$ cat src/include/rx_protect_pkg.sv
package rx_protect_pkg;

    // ****************************************************************
    // Timing
    // ****************************************************************
    localparam int CLK_PERIOD_PS = 4000;
    localparam int HOLD_TIME_NS = 20000;
    // A least time rounds up to whole cycles.
    localparam int HOLD_CYCLES =
        (HOLD_TIME_NS * 1000 + CLK_PERIOD_PS - 1) / CLK_PERIOD_PS;
    localparam int HOLD_W = 16;

    // ****************************************************************
    // Diode current check
    // ****************************************************************
    localparam int DIODE_COUNT = 8;
    localparam int OPEN_DIODE_LIMIT = 1;

    // ****************************************************************
    // Switch states
    // ****************************************************************
    typedef enum logic [1:0] {
        ST_RECEIVE = 2'b00,
        ST_PROTECT = 2'b01,
        ST_HOLD = 2'b10
    } switch_state_t;

endpackage

$ cat src/rtl/sync2.sv
`timescale 1ns/10ps
`default_nettype none

module sync2 #(
    parameter int WIDTH = 1
) (
    input wire logic sys_clk, // Clock.
    input wire logic rst_n, // Asynchronous reset, active low.
    input wire logic [WIDTH-1:0] async_in, // Inputs from another domain.
    output logic [WIDTH-1:0] sync_out // Synchronised copies.
);

    logic [WIDTH-1:0] stage1;

    always_ff @(posedge sys_clk or negedge rst_n) begin
        if (!rst_n) begin
            stage1 <= '0;
            sync_out <= '0;
        end else begin
            stage1 <= async_in;
            sync_out <= stage1;
        end
    end

endmodule // sync2

`default_nettype wire

$ cat src/rtl/rx_protect_switch.sv
`timescale 1ns/10ps
`default_nettype none

module rx_protect_switch
    import rx_protect_pkg::*;
#(
    parameter int HOLD_COUNT = HOLD_CYCLES,
    parameter int NUM_DIODES = DIODE_COUNT
) (
    input wire logic sys_clk, // 250 MHz clock.
    input wire logic rst_n, // Asynchronous reset, active low.
    input wire logic request_optical, // Protect request, fibre input.
    input wire logic request_alt, // Protect request, electrical input.
    input wire logic [NUM_DIODES-1:0] diode_ok, // Per-diode current good.
    input wire logic chain_ack, // Acknowledge from chained unit.
    input wire logic primary_mode, // High on first unit of a chain.
    input wire logic chain_present, // High when a unit is chained behind.
    output logic protect_drive, // High shorts the receiver input.
    output logic request_out, // Repeated request, primary.
    output logic request_out_alt, // Repeated request, alternate.
    output logic ack_out, // Acknowledge to transmitter, primary.
    output logic ack_out_alt, // Acknowledge to transmitter, alternate.
    output switch_state_t state // Current switch state.
);

    // ****************************************************************
    // Input synchronisers
    // ****************************************************************
    localparam int SW = NUM_DIODES + 3;

    logic [SW-1:0] raw_in;
    logic [SW-1:0] sync_in;

    assign raw_in = {diode_ok, chain_ack, request_alt, request_optical};

    sync2 #(.WIDTH(SW)) u_sync (
        .sys_clk(sys_clk),
        .rst_n(rst_n),
        .async_in(raw_in),
        .sync_out(sync_in)
    );

    // Either request path counts; the requester keeps the other idle.
    wire req_live = sync_in[0] | sync_in[1];
    wire chain_ack_s = sync_in[2];
    wire [NUM_DIODES-1:0] diode_s = sync_in[SW-1:3];

    // ****************************************************************
    // Diode current check
    // ****************************************************************
    function automatic int count_open(input logic [NUM_DIODES-1:0] ok);
        int n;
        n = 0;
        for (int i = 0; i < NUM_DIODES; i++) begin
            if (!ok[i]) begin
                n++;
            end
        end
        return n;
    endfunction

    // Sum of per-diode sense stands in for the total current check.
    wire current_ok = count_open(diode_s) <= OPEN_DIODE_LIMIT;

    // ****************************************************************
    // Switch state and hold one-shot
    // ****************************************************************
    logic [HOLD_W-1:0] hold_cnt;
    logic [HOLD_W-1:0] next_hold_cnt;
    switch_state_t next_state;

    localparam logic [HOLD_W-1:0] HOLD_LOAD = HOLD_W'(HOLD_COUNT - 1);

    always_comb begin
        next_state = state;
        next_hold_cnt = hold_cnt;
        unique case (state)
            ST_RECEIVE: begin
                if (req_live) begin
                    next_state = ST_PROTECT;
                end
            end
            ST_PROTECT: begin
                if (!req_live) begin
                    next_state = ST_HOLD;
                    next_hold_cnt = HOLD_LOAD;
                end
            end
            ST_HOLD: begin
                if (req_live) begin
                    next_state = ST_PROTECT;
                end else if (hold_cnt == '0) begin
                    next_state = ST_RECEIVE;
                end else begin
                    next_hold_cnt = hold_cnt - 1'b1;
                end
            end
            default: begin
                next_state = ST_PROTECT;
            end
        endcase
    end

    always_ff @(posedge sys_clk or negedge rst_n) begin
        if (!rst_n) begin
            state <= ST_RECEIVE;
            hold_cnt <= '0;
        end else begin
            state <= next_state;
            hold_cnt <= next_hold_cnt;
        end
    end

    // ****************************************************************
    // Outputs
    // ****************************************************************
    wire protecting = (state != ST_RECEIVE);
    // Only the first unit waits on a chained partner; a lone unit does not.
    wire chain_term = chain_ack_s | !chain_present | !primary_mode;
    // Acknowledge drops with the request, long before the hold ends.
    wire next_ack = current_ok & req_live & protecting
                    & chain_term;

    always_ff @(posedge sys_clk or negedge rst_n) begin
        if (!rst_n) begin
            protect_drive <= 1'b0;
            request_out <= 1'b0;
            request_out_alt <= 1'b0;
            ack_out <= 1'b0;
            ack_out_alt <= 1'b0;
        end else begin
            protect_drive <= (next_state != ST_RECEIVE);
            request_out <= req_live;
            request_out_alt <= req_live;
            ack_out <= next_ack;
            ack_out_alt <= next_ack;
        end
    end

endmodule // rx_protect_switch

`default_nettype wire

$ cat config.mk
export PLATFORM = sky130hd
export DESIGN_NAME = rx_protect_switch
export DESIGN_NICKNAME = d
export VERILOG_FILES = /design/src/include/rx_protect_pkg.sv /design/src/rtl/sync2.sv /design/src/rtl/rx_protect_switch.sv
export SDC_FILE = /design/constraint.sdc
export NUM_CORES = 1
export LEC_CHECK = 0
export ABC_AREA = 1
export ABC_CLOCK_PERIOD_IN_PS = 9100
export BUFFER_PORTS_ARGS = -buffer_cell sky130_fd_sc_hd__buf_4
export CAP_MARGIN = 10
export CORE_AREA = 4 4 76 78
export DETAILED_ROUTE_END_ITERATION = 16
export DIE_AREA = 0 0 80 82
export PLACE_DENSITY = 0.57
export SLEW_MARGIN = 15
export SYNTH_ARGS = -nofsm -noshare
export SYNTH_HDL_FRONTEND = slang
export SYNTH_HIERARCHICAL = 1
export SYNTH_SLANG_ARGS = --single-unit
$ cat constraint.sdc
create_clock -name sys_clk -period 9.1 [get_ports sys_clk]
set_input_delay 1.365 -clock sys_clk [delete_from_list [all_inputs] [get_ports sys_clk]]
set_output_delay 1.365 -clock sys_clk [all_outputs]
set_load 0.02 [all_outputs]
=== Word level (Yosys, flattened, before mapping) ===
Cells that the tools add are included.

* Register bits: 43
* Input bits: 15
* Output and inout bits: 7
* Word-level logic and storage cells: 52

* $add $sub $neg: 8
* Magnitude comparators: 1
* Eq/ne operators: 5
* Muxes and demuxes: 17
* Bitwise operators: 6
* Reduce and logical (&&, ||, !) cells: 8

{| class="wikitable"
|+ Operators by type and width
! kind !! count
|-
| 32-bit by 2-bit adder with 32-bit output, second input constant || 7
|-
| 32-bit 2-to-1 mux || 7
|-
| 16-bit 2-to-1 mux || 3
|-
| 32-bit by 2-bit <= comparator with 1-bit output, second input constant || 1
|-
| 16-bit one-hot mux with 2 select lines || 1
|-
| 16-bit zero test || 1
|-
| 16-bit by 1-bit subtractor with 16-bit output, second input constant || 1
|-
| 2-bit 2-to-1 mux || 4
|-
| 2-bit != test, second input constant || 3
|-
| 2-bit one-hot mux with 3 select lines || 1
|-
| 2-bit nonzero test || 3
|-
| 4-bit AND reduction || 1
|-
| 1-bit AND || 3
|-
| 1-bit bitwise OR || 3
|-
| 2-bit by 1-bit == test with 1-bit output, second input constant || 1
|-
| 2-bit == test, second input constant || 1
|-
| 1-bit zero test || 2
|-
| 2-bit zero test || 1
|-
| 1-bit 2-to-1 mux || 1
|}

=== Depth between registers and ports, before layout ===
Gate-level depths: netlist (run 1).

* Depth after elaboration: 19
* Gate-level depth with buffers: 27
* Mapped depth without buffers: 27

=== Modules after synthesis ===
The synthesis (run 1) kept the hierarchy.

{| class="wikitable"
|+ Modules (own cells, without submodules)
! module !! times used !! cells an instance !! area each (um2) !! sequential area each (um2)
|-
| rx_protect_switch || 1 || 231 || 1601.5 || 525.5
|-
| sync2 || 1 || 22 || 550.5 || 550.5
|}

=== Worst setup path after synthesis (run 1) ===
No wires, ideal clock.

* Kind: register to register
* Start point: register u_sync.sync_out[3]
* End point: register ack_out_alt
* Setup time: 0.073 ns
* Data arrival time: 3.605 ns
* Data required time: 9.027 ns
* Setup slack: 5.422 ns
* Cell stages (with the launch flop): 26
* Buffers on the path: 0
* Clock period less this slack: 3.678 ns
* Cells stage by stage: dfrtp_1 inv_1 ha_1 inv_1 nand2_1 nand2_2 inv_2 nand2_1 nand3_2 nand2_1 inv_1 ha_1 nand2_1 nand2_2 ha_1 nand2_1 nand2_1 ha_1 nor2_1 a31oi_2 ha_1 a2111oi_0 nand2_1 nor2_1 nand2_1 a21oi_2

* Word-level cells in the longest chain between the ends: 19

{| class="wikitable"
|+ RTL lines
! what !! line !! RTL
|-
| start, declared || sync2.sv:10 || <nowiki>output logic [WIDTH-1:0] sync_out</nowiki>
|-
| start signal, assigned || sync2.sv:21 || <nowiki>sync_out <= stage1;</nowiki>
|-
| 1-bit 2-to-1 mux (*) || rx_protect_switch.sv:55 || <nowiki>if (!ok[i]) begin</nowiki>
|-
| 32-bit by 2-bit adder with 32-bit output || rx_protect_switch.sv:56 || <nowiki>n++;</nowiki>
|-
| 32-bit 2-to-1 mux (*) || rx_protect_switch.sv:55 ||
|-
| 32-bit by 2-bit adder with 32-bit output || rx_protect_switch.sv:56 ||
|-
| 32-bit 2-to-1 mux (*) || rx_protect_switch.sv:55 ||
|-
| 32-bit by 2-bit adder with 32-bit output || rx_protect_switch.sv:56 ||
|-
| 32-bit 2-to-1 mux (*) || rx_protect_switch.sv:55 ||
|-
| 32-bit by 2-bit adder with 32-bit output || rx_protect_switch.sv:56 ||
|-
| [3 not listed] || n/a ||
|-
| 32-bit by 2-bit adder with 32-bit output || rx_protect_switch.sv:56 ||
|-
| 32-bit 2-to-1 mux (*) || rx_protect_switch.sv:55 ||
|-
| 32-bit by 2-bit adder with 32-bit output || rx_protect_switch.sv:56 ||
|-
| 32-bit 2-to-1 mux (*) || rx_protect_switch.sv:55 ||
|-
| 32-bit by 2-bit <= comparator with 1-bit output (*) || rx_protect_switch.sv:63 || <nowiki>wire current_ok = count_open(diode_s) <= OPEN_DIODE_LIMIT;</nowiki>
|-
| 1-bit AND (*) (2 in series) || rx_protect_switch.sv:121 || <nowiki>wire next_ack = current_ok & req_live & protecting</nowiki>
|-
| 1-bit AND (*) || rx_protect_switch.sv:122 || <nowiki>& chain_term;</nowiki>
|-
| net next_ack || rx_protect_switch.sv:121 ||
|-
| end signal, assigned || rx_protect_switch.sv:136 || <nowiki>ack_out_alt <= next_ack;</nowiki>
|-
| end, declared || rx_protect_switch.sv:22 || <nowiki>output logic ack_out_alt,</nowiki>
|}

Mark *: on every way through the listed nets, which the timed path passes. The rest lies on a longest branch.
A chain may end at the register's enable or synchronous reset.

=== Final worst setup path (run 1) ===
Same ends and word-level chain as after synthesis.

==> results of run 1 <==
## critical path, cell delays in order, from the launching register on
cell and delay [ns]:
dfrtp_1 0.37, inv_1 0.07, ha_1 0.34, inv_1 0.06
nand2_1 0.08, nand2_2 0.12, inv_2 0.04, nand2_1 0.06
nand3_2 0.07, nand2_1 0.11, inv_1 0.06, ha_1 0.28
nand2_1 0.08, nand2_2 0.08, ha_1 0.30, nand2_1 0.10
nand2_1 0.09, ha_1 0.28, nor2_1 0.04, a31oi_2 0.23
ha_1 0.27, a2111oi_0 0.39, nand2_1 0.09, nor2_1 0.10
nand2_1 0.07, a21oi_2 0.09
## cells in the final DEF, fill, tap and decap left out, types with 4 or more instances in the layout
cell / count
nand2_1: 47
clkbuf_8: 5
inv_1: 39
buf_4: 21
a21oi_1: 10
o21ai_0: 12
nand2_2: 13
nand3_1: 20
nor2_1: 26
nor3_1: 4
ha_1: 9
dfrtp_1: 43
nand3_2: 5
## layout make-up
cell class	instances	area, um^2
Timing Repair Buffer	21	158
Sequential cell	43	1080
Fill cell	529	2610
Inverter	42	158
Clock inverter	2	12.5
Multi-Input combinational cell	166	903
Clock buffer	6	72.6
Tap cell	70	87.6
## report_power, final
| part | total (mW) | switching, mW | internal, mW |
|---|---|---|---|
| clock | 0.115 | 0.0616 | 0.0536 |
| combinational | 0.0726 | 0.0453 | 0.0273 |
| sequential | 0.205 | 0.00471 | 0.200 |
| total | 0.393 | 0.112 | 0.281 |
## synthesized netlist by cell type, types with 2 or more instances
library cell  number  area (um^2)
nand2_1           47          176
dfrtp_1           43         1080
inv_1             39          146
nor2_1            26         97.6
nand3_1           20          100
nand2_2           13         81.3
o21ai_0           12         60.1
a21oi_1           10         50.1
ha_1               9          113
nand3_2            5         50.1
nor3_1             4         20.0
inv_2              3         11.3
nand3b_1           3         22.5
nor2_2             3         18.8
buf_4              2         15.0
## worst paths after layout
path,start,endpoint,slack (ns),cells after the start
setup / recovery,u_sync/sync_out[3],ack_out_alt,5.16,25
max in group asynchronous,rst_n,u_sync/sync_out[7],7.68,1
hold / removal,u_sync/stage1[6],u_sync/sync_out[6],0.35,0
min in group asynchronous,rst_n,state[0],1.05,1
hold reg to reg,u_sync/stage1[6],u_sync/sync_out[6],0.35,0
setup reg to reg,u_sync/sync_out[3],ack_out_alt,5.16,25
## cells by family (layout without fill, tap and decap cells)
family / count (synthesis) / in the layout / share of synthesized area (%)
AND/OR/NAND/NOR: 127 / 127 / 28.4
AO/OA/AOI/OAI: 30 / 30 / 8.37
flip-flops: 43 / 43 / 50.0
buffers and inverters: 44 / 71 / 8.02
adder cells (fa/ha/maj): 9 / 9 / 5.23
## flip-flops by register name, indices dropped and copies added (netlist names)
signal / cells
state: 2
protect_drive: 1
ack_out_alt: 1
u_sync/sync_out: 11
u_sync/stage1: 11
request_out_alt: 1
hold_cnt: 16
## stage by stage
step	std cells	instance area, um^2	setup WS, ns	util [%]	power (mW)
3_5_place_dp	342	2380	5.18	46.9	0.282
3_3_place_gp	342	2380	5.28	46.9	0.281
4_1_cts	350	2470	5.13	48.6	0.402
6_report	350	2470	5.16	48.6	0.393
2_1_floorplan	253	2150	5.42	-	0.260
5_1_grt	350	2470	4.70	48.6	0.421
## per-layer routing
metal | vias up | GRT usage [%]
li1 | 854 | -
met1 | 728 | 18.1
met2 | 26 | 20.7
met3 | 8 | 3.29
met4 | 0 | 5.57
met5 | - | 0
==> results.toml, run 1 <==
[timing]
layout_min_cycle_time_ns = 3.94
tightest_slew_ns = 0.531
finalSetupTns_ns = 0
skew_ns = 0.00589
finalSetupViolCount = 0
finalCritPeriodShare_pct = 43.2
rsz0062_at_grt = "false"
slew_headroom_pct = 64.6
finalMaxSlewViolations = 0
holdWs_ns = 0.350
hold_viol_final = 0
fmax_mhz = 254

[final_layout]
drive_above_1_share_pct = 20.7
antennaDiodeCount = 0
layout.nets = 303
layout-area-overhead-vs-synth_pct = 14.7

[detailed_routing]
drtIter0Drc = 45
ant_nets = 0
met1Wirelength_mm = 1.89
vias = 1616
avgRoutedWirePerCell_um = 10.7
drt_wl_total_mm = 3.75
dr.pass1.iters = 4
met3WireLength_um = 166
wl_met2_mm = 1.63
drc = 0
highest_layer = "met4"
vias_per_cell = 4.62

[logic_synthesis]
ys_ff_latch = 43
postSynthCellCount = 253
ys_seq_area_share_pct = 50.0
ys.flop_type = "dfrtp_1"
ys_warn_count = 6
synth-edff-count = 0
syn_nets = 277
synth.distinct_cells = 29
netlist_area_mm2 = 0.00215
ys_async_sr_fraction_pct = 100
syn_avg_cell_area_um2 = 8.51

[die]
die_x_um = 80
die_y_um = 82
die_area_mm2 = 0.00656
num_rows = 26
coreArea_mm2 = 0.00507
start_util_pct = 42.4
pin_count = 22

[placement]
hpwlAfterDp_mm = 2.87
place.gp.congestion = 0.806
numPortBuffers = 21

[global_route]
grt_overflow = 0
grt_max_degree = 44
grt_pass1_wl_mm = 6.80
grt_use_total_pct = 13.4
grt_pass1_vias = 1534
antenna_found_initial = 0

[clocking]
cts_sinks = 43
htreeDepth = 2
clkSlewWorstSetupHoldPaths_ns = 0.08
cts_hold_buf = 0
clockBufferDepth = 2
cts-resized-gates = 0
cts_inserted_buffers = 5
clock-root-buffer = "clkbuf_8"
postCtsSetupBuffers = 0
clkLatencyLatePin_ns = 0.29
cts_tree = "built"

[setup_path]
cp-end-kind = "register"
critical_path_class = "reg2reg"
cp.required_ns = 9.32
start_kind = "register"
crit_path_max_fanout = 4
crit_arrival_ns = 4.16

[min_path]
hold_path.class = "reg2reg"

[pwr]
p_per_area_mw_per_mm2 = 159
p_leak_nw = 1.29
max-vdd-ir-drop_v = 0.0000842

[status]
outcome = "finished, final reports clean"

[flow_run]
maxCapViolCount = 0
No activity file was read; power rests on OpenSTA's default activity.
==> run 2: changes to the inputs <==
--- a/config.mk
+++ b/config.mk
@@ -5,14 +5,14 @@
 export SDC_FILE = /design/constraint.sdc
 export NUM_CORES = 1
 export LEC_CHECK = 0
-export ABC_AREA = 1
-export ABC_CLOCK_PERIOD_IN_PS = 9100
+export ABC_AREA = 0
+export ABC_CLOCK_PERIOD_IN_PS = 3200
 export BUFFER_PORTS_ARGS = -buffer_cell sky130_fd_sc_hd__buf_4
 export CAP_MARGIN = 10
 export CORE_AREA = 4 4 76 78
 export DETAILED_ROUTE_END_ITERATION = 16
 export DIE_AREA = 0 0 80 82
-export PLACE_DENSITY = 0.57
+export PLACE_DENSITY = 0.59
 export SLEW_MARGIN = 15
 export SYNTH_ARGS = -nofsm -noshare
 export SYNTH_HDL_FRONTEND = slang
==> constraint.sdc (replaced) <==
create_clock -name sys_clk -period 3.2 [get_ports sys_clk]
set_input_delay 0.48 -clock sys_clk [delete_from_list [all_inputs] [get_ports sys_clk]]
set_output_delay 0.48 -clock sys_clk [all_outputs]
set_load 0.02 [all_outputs]
==> run 2 against run 1 <==
Die area unchanged; the flow now finishes with violations (negative setup slack); utilization up 5.0 points; synthesized cell count down 21%; sequential share of layout area down 4.1 points.
==> results.toml, run 2 <==
[placement]
dp_slack_ns = -0.569
place.gp.congestion = 0.732
numPortBuffers = 21
hpwlAfterDp_mm = 2.79

[timing]
hold_viol_final = 0
finalCritPeriodShare_pct = 121
fmax_mhz = 259
rsz0062_at_grt = "true"
finalSetupTns_ns = -0.664
layout_min_cycle_time_ns = 3.86
tightest_slew_ns = 0.588
worst_slack_ns = -0.664
finalMaxSlewViolations = 0
slew_headroom_pct = 59.8
finalSetupViolCount = 1
holdWs_ns = 0.157
skew_ns = 0.0104

[logic_synthesis]
synth_commonest_cells = "43 x dfrtp_1, 18 x nor2_1, 13 x o21ai_0"
synth-edff-count = 0
ys_warn_count = 6
ys_async_sr_fraction_pct = 100
yosysMostFrequentCell = "dfrtp_1"
netlist_top_cells_area = "dfrtp_1 50%, ha_1 5.3%, xnor2_1 3.7%, nor2_1 3.2%, o21ai_0 3.0%"
synth.distinct_cells = 49
ys.flop_type = "dfrtp_1"
yosysTopAreaCell = "dfrtp_1"
syn_nets = 225
yosys.area_share.xor_xnor_pct = 6.65
netlist_area_mm2 = 0.00214
synth_compound_area_share_pct = 10.4
synthAdderAreaFrac_pct = 5.25
synthSimpleGateAreaFrac_pct = 21.4
synthMuxAreaShare_pct = 2.98
syn_avg_cell_area_um2 = 10.7
synth.top_cell.area_share_pct = 50.2
ys_ff_latch = 43
postSynthCellCount = 201
synth_top_family_by_area = "simple AND/OR/NAND/NOR gates"
ys_seq_area_share_pct = 50.2

[final_layout]
fill_cells = 471
final_cell_mix = "43 x dfrtp_1, 37 x buf_4, 17 x nor2_1, 12 x nand2_1, 12 x o21ai_0"
final_common_cell = "dfrtp_1"
drive_above_1_share_pct = 28.9
antennaDiodeCount = 0
regMostFlops = "hold_cnt"
layout-area-overhead-vs-synth_pct = 26.8
layout.nets = 265
largest_register_ffs = 16
largest_registers = "hold_cnt x16, u_sync/stage1 x11, u_sync/sync_out x11"

[die]
die_y_um = 82
start_util_pct = 42.3
die_area_mm2 = 0.00656
pin_count = 22
coreArea_mm2 = 0.00507
die_x_um = 80
num_rows = 26

[setup_path]
cpMaxStageDelayCell = "dfrtp_1"
start_kind = "register"
slowest_delay_ns = 0.40
cp_top_family = "adder cells"
path_buf_inv = 2
cp.required_ns = 3.42
cp_cell_sequence = "inv_2 > ha_4 > mux2i_2 > mux2i_2 > nand2_1 > ha_4 > nor2_4 > a31oi_4 > ha_1 > nor2_1 > a21o_1 > a41oi_2 > ha_1 > mux2_4 > ha_4 > inv_2 > o22ai_2 > nor3_2 > o311a_1 > nand4_1 > a21oi_1"
crit_path_max_fanout = 3
critical_path_class = "reg2reg"
cp-end-kind = "register"
crit_arrival_ns = 4.09
cpMostUsedCell = "ha_4"

[clocking]
cts_inserted_buffers = 5
clkSlewWorstSetupHoldPaths_ns = 0.09
clockBufferDepth = 2
cts_tree = "built"
cts_sinks = 43
clkLatencyLatePin_ns = 0.29
clock-root-buffer = "clkbuf_8"
htreeDepth = 2

[pwr]
max-vdd-ir-drop_v = 0.000262
power_switching_uw = 375
p_leak_nw = 1.15
total_power_mw = 1.45
swShare_pct = 25.9
internal_power_mw = 1.07
seq_power_share_pct = 40.7
p_clk_share_pct = 34.2
pwr-share-comb_pct = 25.1
p_per_area_mw_per_mm2 = 533

[global_route]
grt_pass1_vias = 1580
grt_max_degree = 44
grt_pass1_wl_mm = 7.14
grt_use_total_pct = 13.9
antenna_found_initial = 0
grt_overflow = 0

[detailed_routing]
vias_per_cell = 5.12
ant_nets = 0
avgRoutedWirePerCell_um = 12.8
drtIter0Drc = 85
drc = 0
drt_wl_total_mm = 3.99
dr.pass1.iters = 4
vias = 1596

[flow_run]
maxCapViolCount = 0

[min_path]
hold_path.class = "in2async"

[status]
outcome = "complete, but fails checks"
violations = "negative setup slack"
-- run 2: cell count changes after synthesis, sizes merged, moves of 3 or more --
| cell | delta |
|---|---|
| a21oi | -5 |
| inv | -31 |
| mux2 | +3 |
| mux2i | +3 |
| nand2 | -48 |
| nand2b | +6 |
| nand3 | -17 |
| nor2 | -12 |
| nor2b | +5 |
| nor3 | +4 |
| nor4 | +3 |
| or3 | +6 |
| xnor2 | +9 |
-- run 2: final cells by class --
class / count / area, um^2 / area share (%)
flip-flops and latches: 43 / 1080 / 39.6
multi-input cells: 142 / 1100 / 40.5
clock buffers: 6 / 72.6 / 2.67
clock inverters: 2 / 60.1 / 2.21
inverters: 12 / 45.0 / 1.66
repair buffers: 37 / 278 / 10.2
well taps: 70 / 87.6 / 3.22
-- run 2: cells by family after synthesis --
kind of cell,Yosys count
AOI/OAI and AO/OA,34
xor gates and xnor gates,13
adders and majority gates,9
buffers and inverters,16
DFF,43
muxes,6
and+or+nand+nor,80
-- run 2: power groups by stage --
stage | clock network, mW | logic, mW | registers [mW]
4_1_cts | 0.509 | 0.337 | 0.590
3_3_place_gp | 0 | 0.321 | 0.600
3_5_place_dp | 0 | 0.326 | 0.601
6_report | 0.496 | 0.363 | 0.590
2_1_floorplan | 0 | 0.210 | 0.604
5_1_grt | 0.538 | 0.408 | 0.595
-- run 2: worst register-to-register path: stages (launching register included) --
cell     delay (ns)
dfrtp_1        0.40
inv_2          0.07
ha_4           0.16
mux2i_2        0.18
mux2i_2        0.26
nand2_1        0.13
ha_4           0.26
nor2_4         0.13
a31oi_4        0.05
ha_1           0.30
nor2_1         0.04
a21o_1         0.16
a41oi_2        0.19
ha_1           0.26
mux2_4         0.29
ha_4           0.25
inv_2          0.05
o22ai_2        0.05
nor3_2         0.18
o311a_1        0.18
nand4_1        0.08
a21oi_1        0.12
-- run 2: per-layer routing --
layer | wire length [um] | global-route usage (%) | vias up
met5 | 0 | 0 | -
met4 | 56 | 4.56 | 0
met3 | 134 | 2.96 | 8
met2 | 1930 | 23.0 | 30
met1 | 1870 | 18.1 | 771
li1 | - | - | 787
-- run 2: metrics by stage --
step	cells	util (%)	cell area, um^2
after floorplan	201	-	2190
after global placement	302	49.7	2520
after detailed placement	302	49.7	2520
after CTS	311	52.6	2670
after global routing	312	53.6	2720
final	312	53.6	2720
-- run 2: worst paths after layout --
check | start | slack [ns] | end | depth (start not counted)
worst max-delay path | u_sync/sync_out[3] | -0.66 | ack_out_alt | 21
worst min-delay path | rst_n | 0.16 | hold_cnt[1] | 1
worst max register to register | u_sync/sync_out[3] | -0.66 | ack_out_alt | 21
worst min register to register | u_sync/stage1[8] | 0.35 | u_sync/sync_out[8] | 0
max in group asynchronous | rst_n | 2.67 | u_sync/sync_out[7] | 1
min in group sys_clk | diode_ok[7] | 0.29 | u_sync/stage1[10] | 1
-- run 2: what timing repair did --
item                       CTS  global route
resized for setup            2             6
hold buffers                 0             0
pin swaps                    0             9
buffers inserted             1             1
setup endpoints to repair    1             1
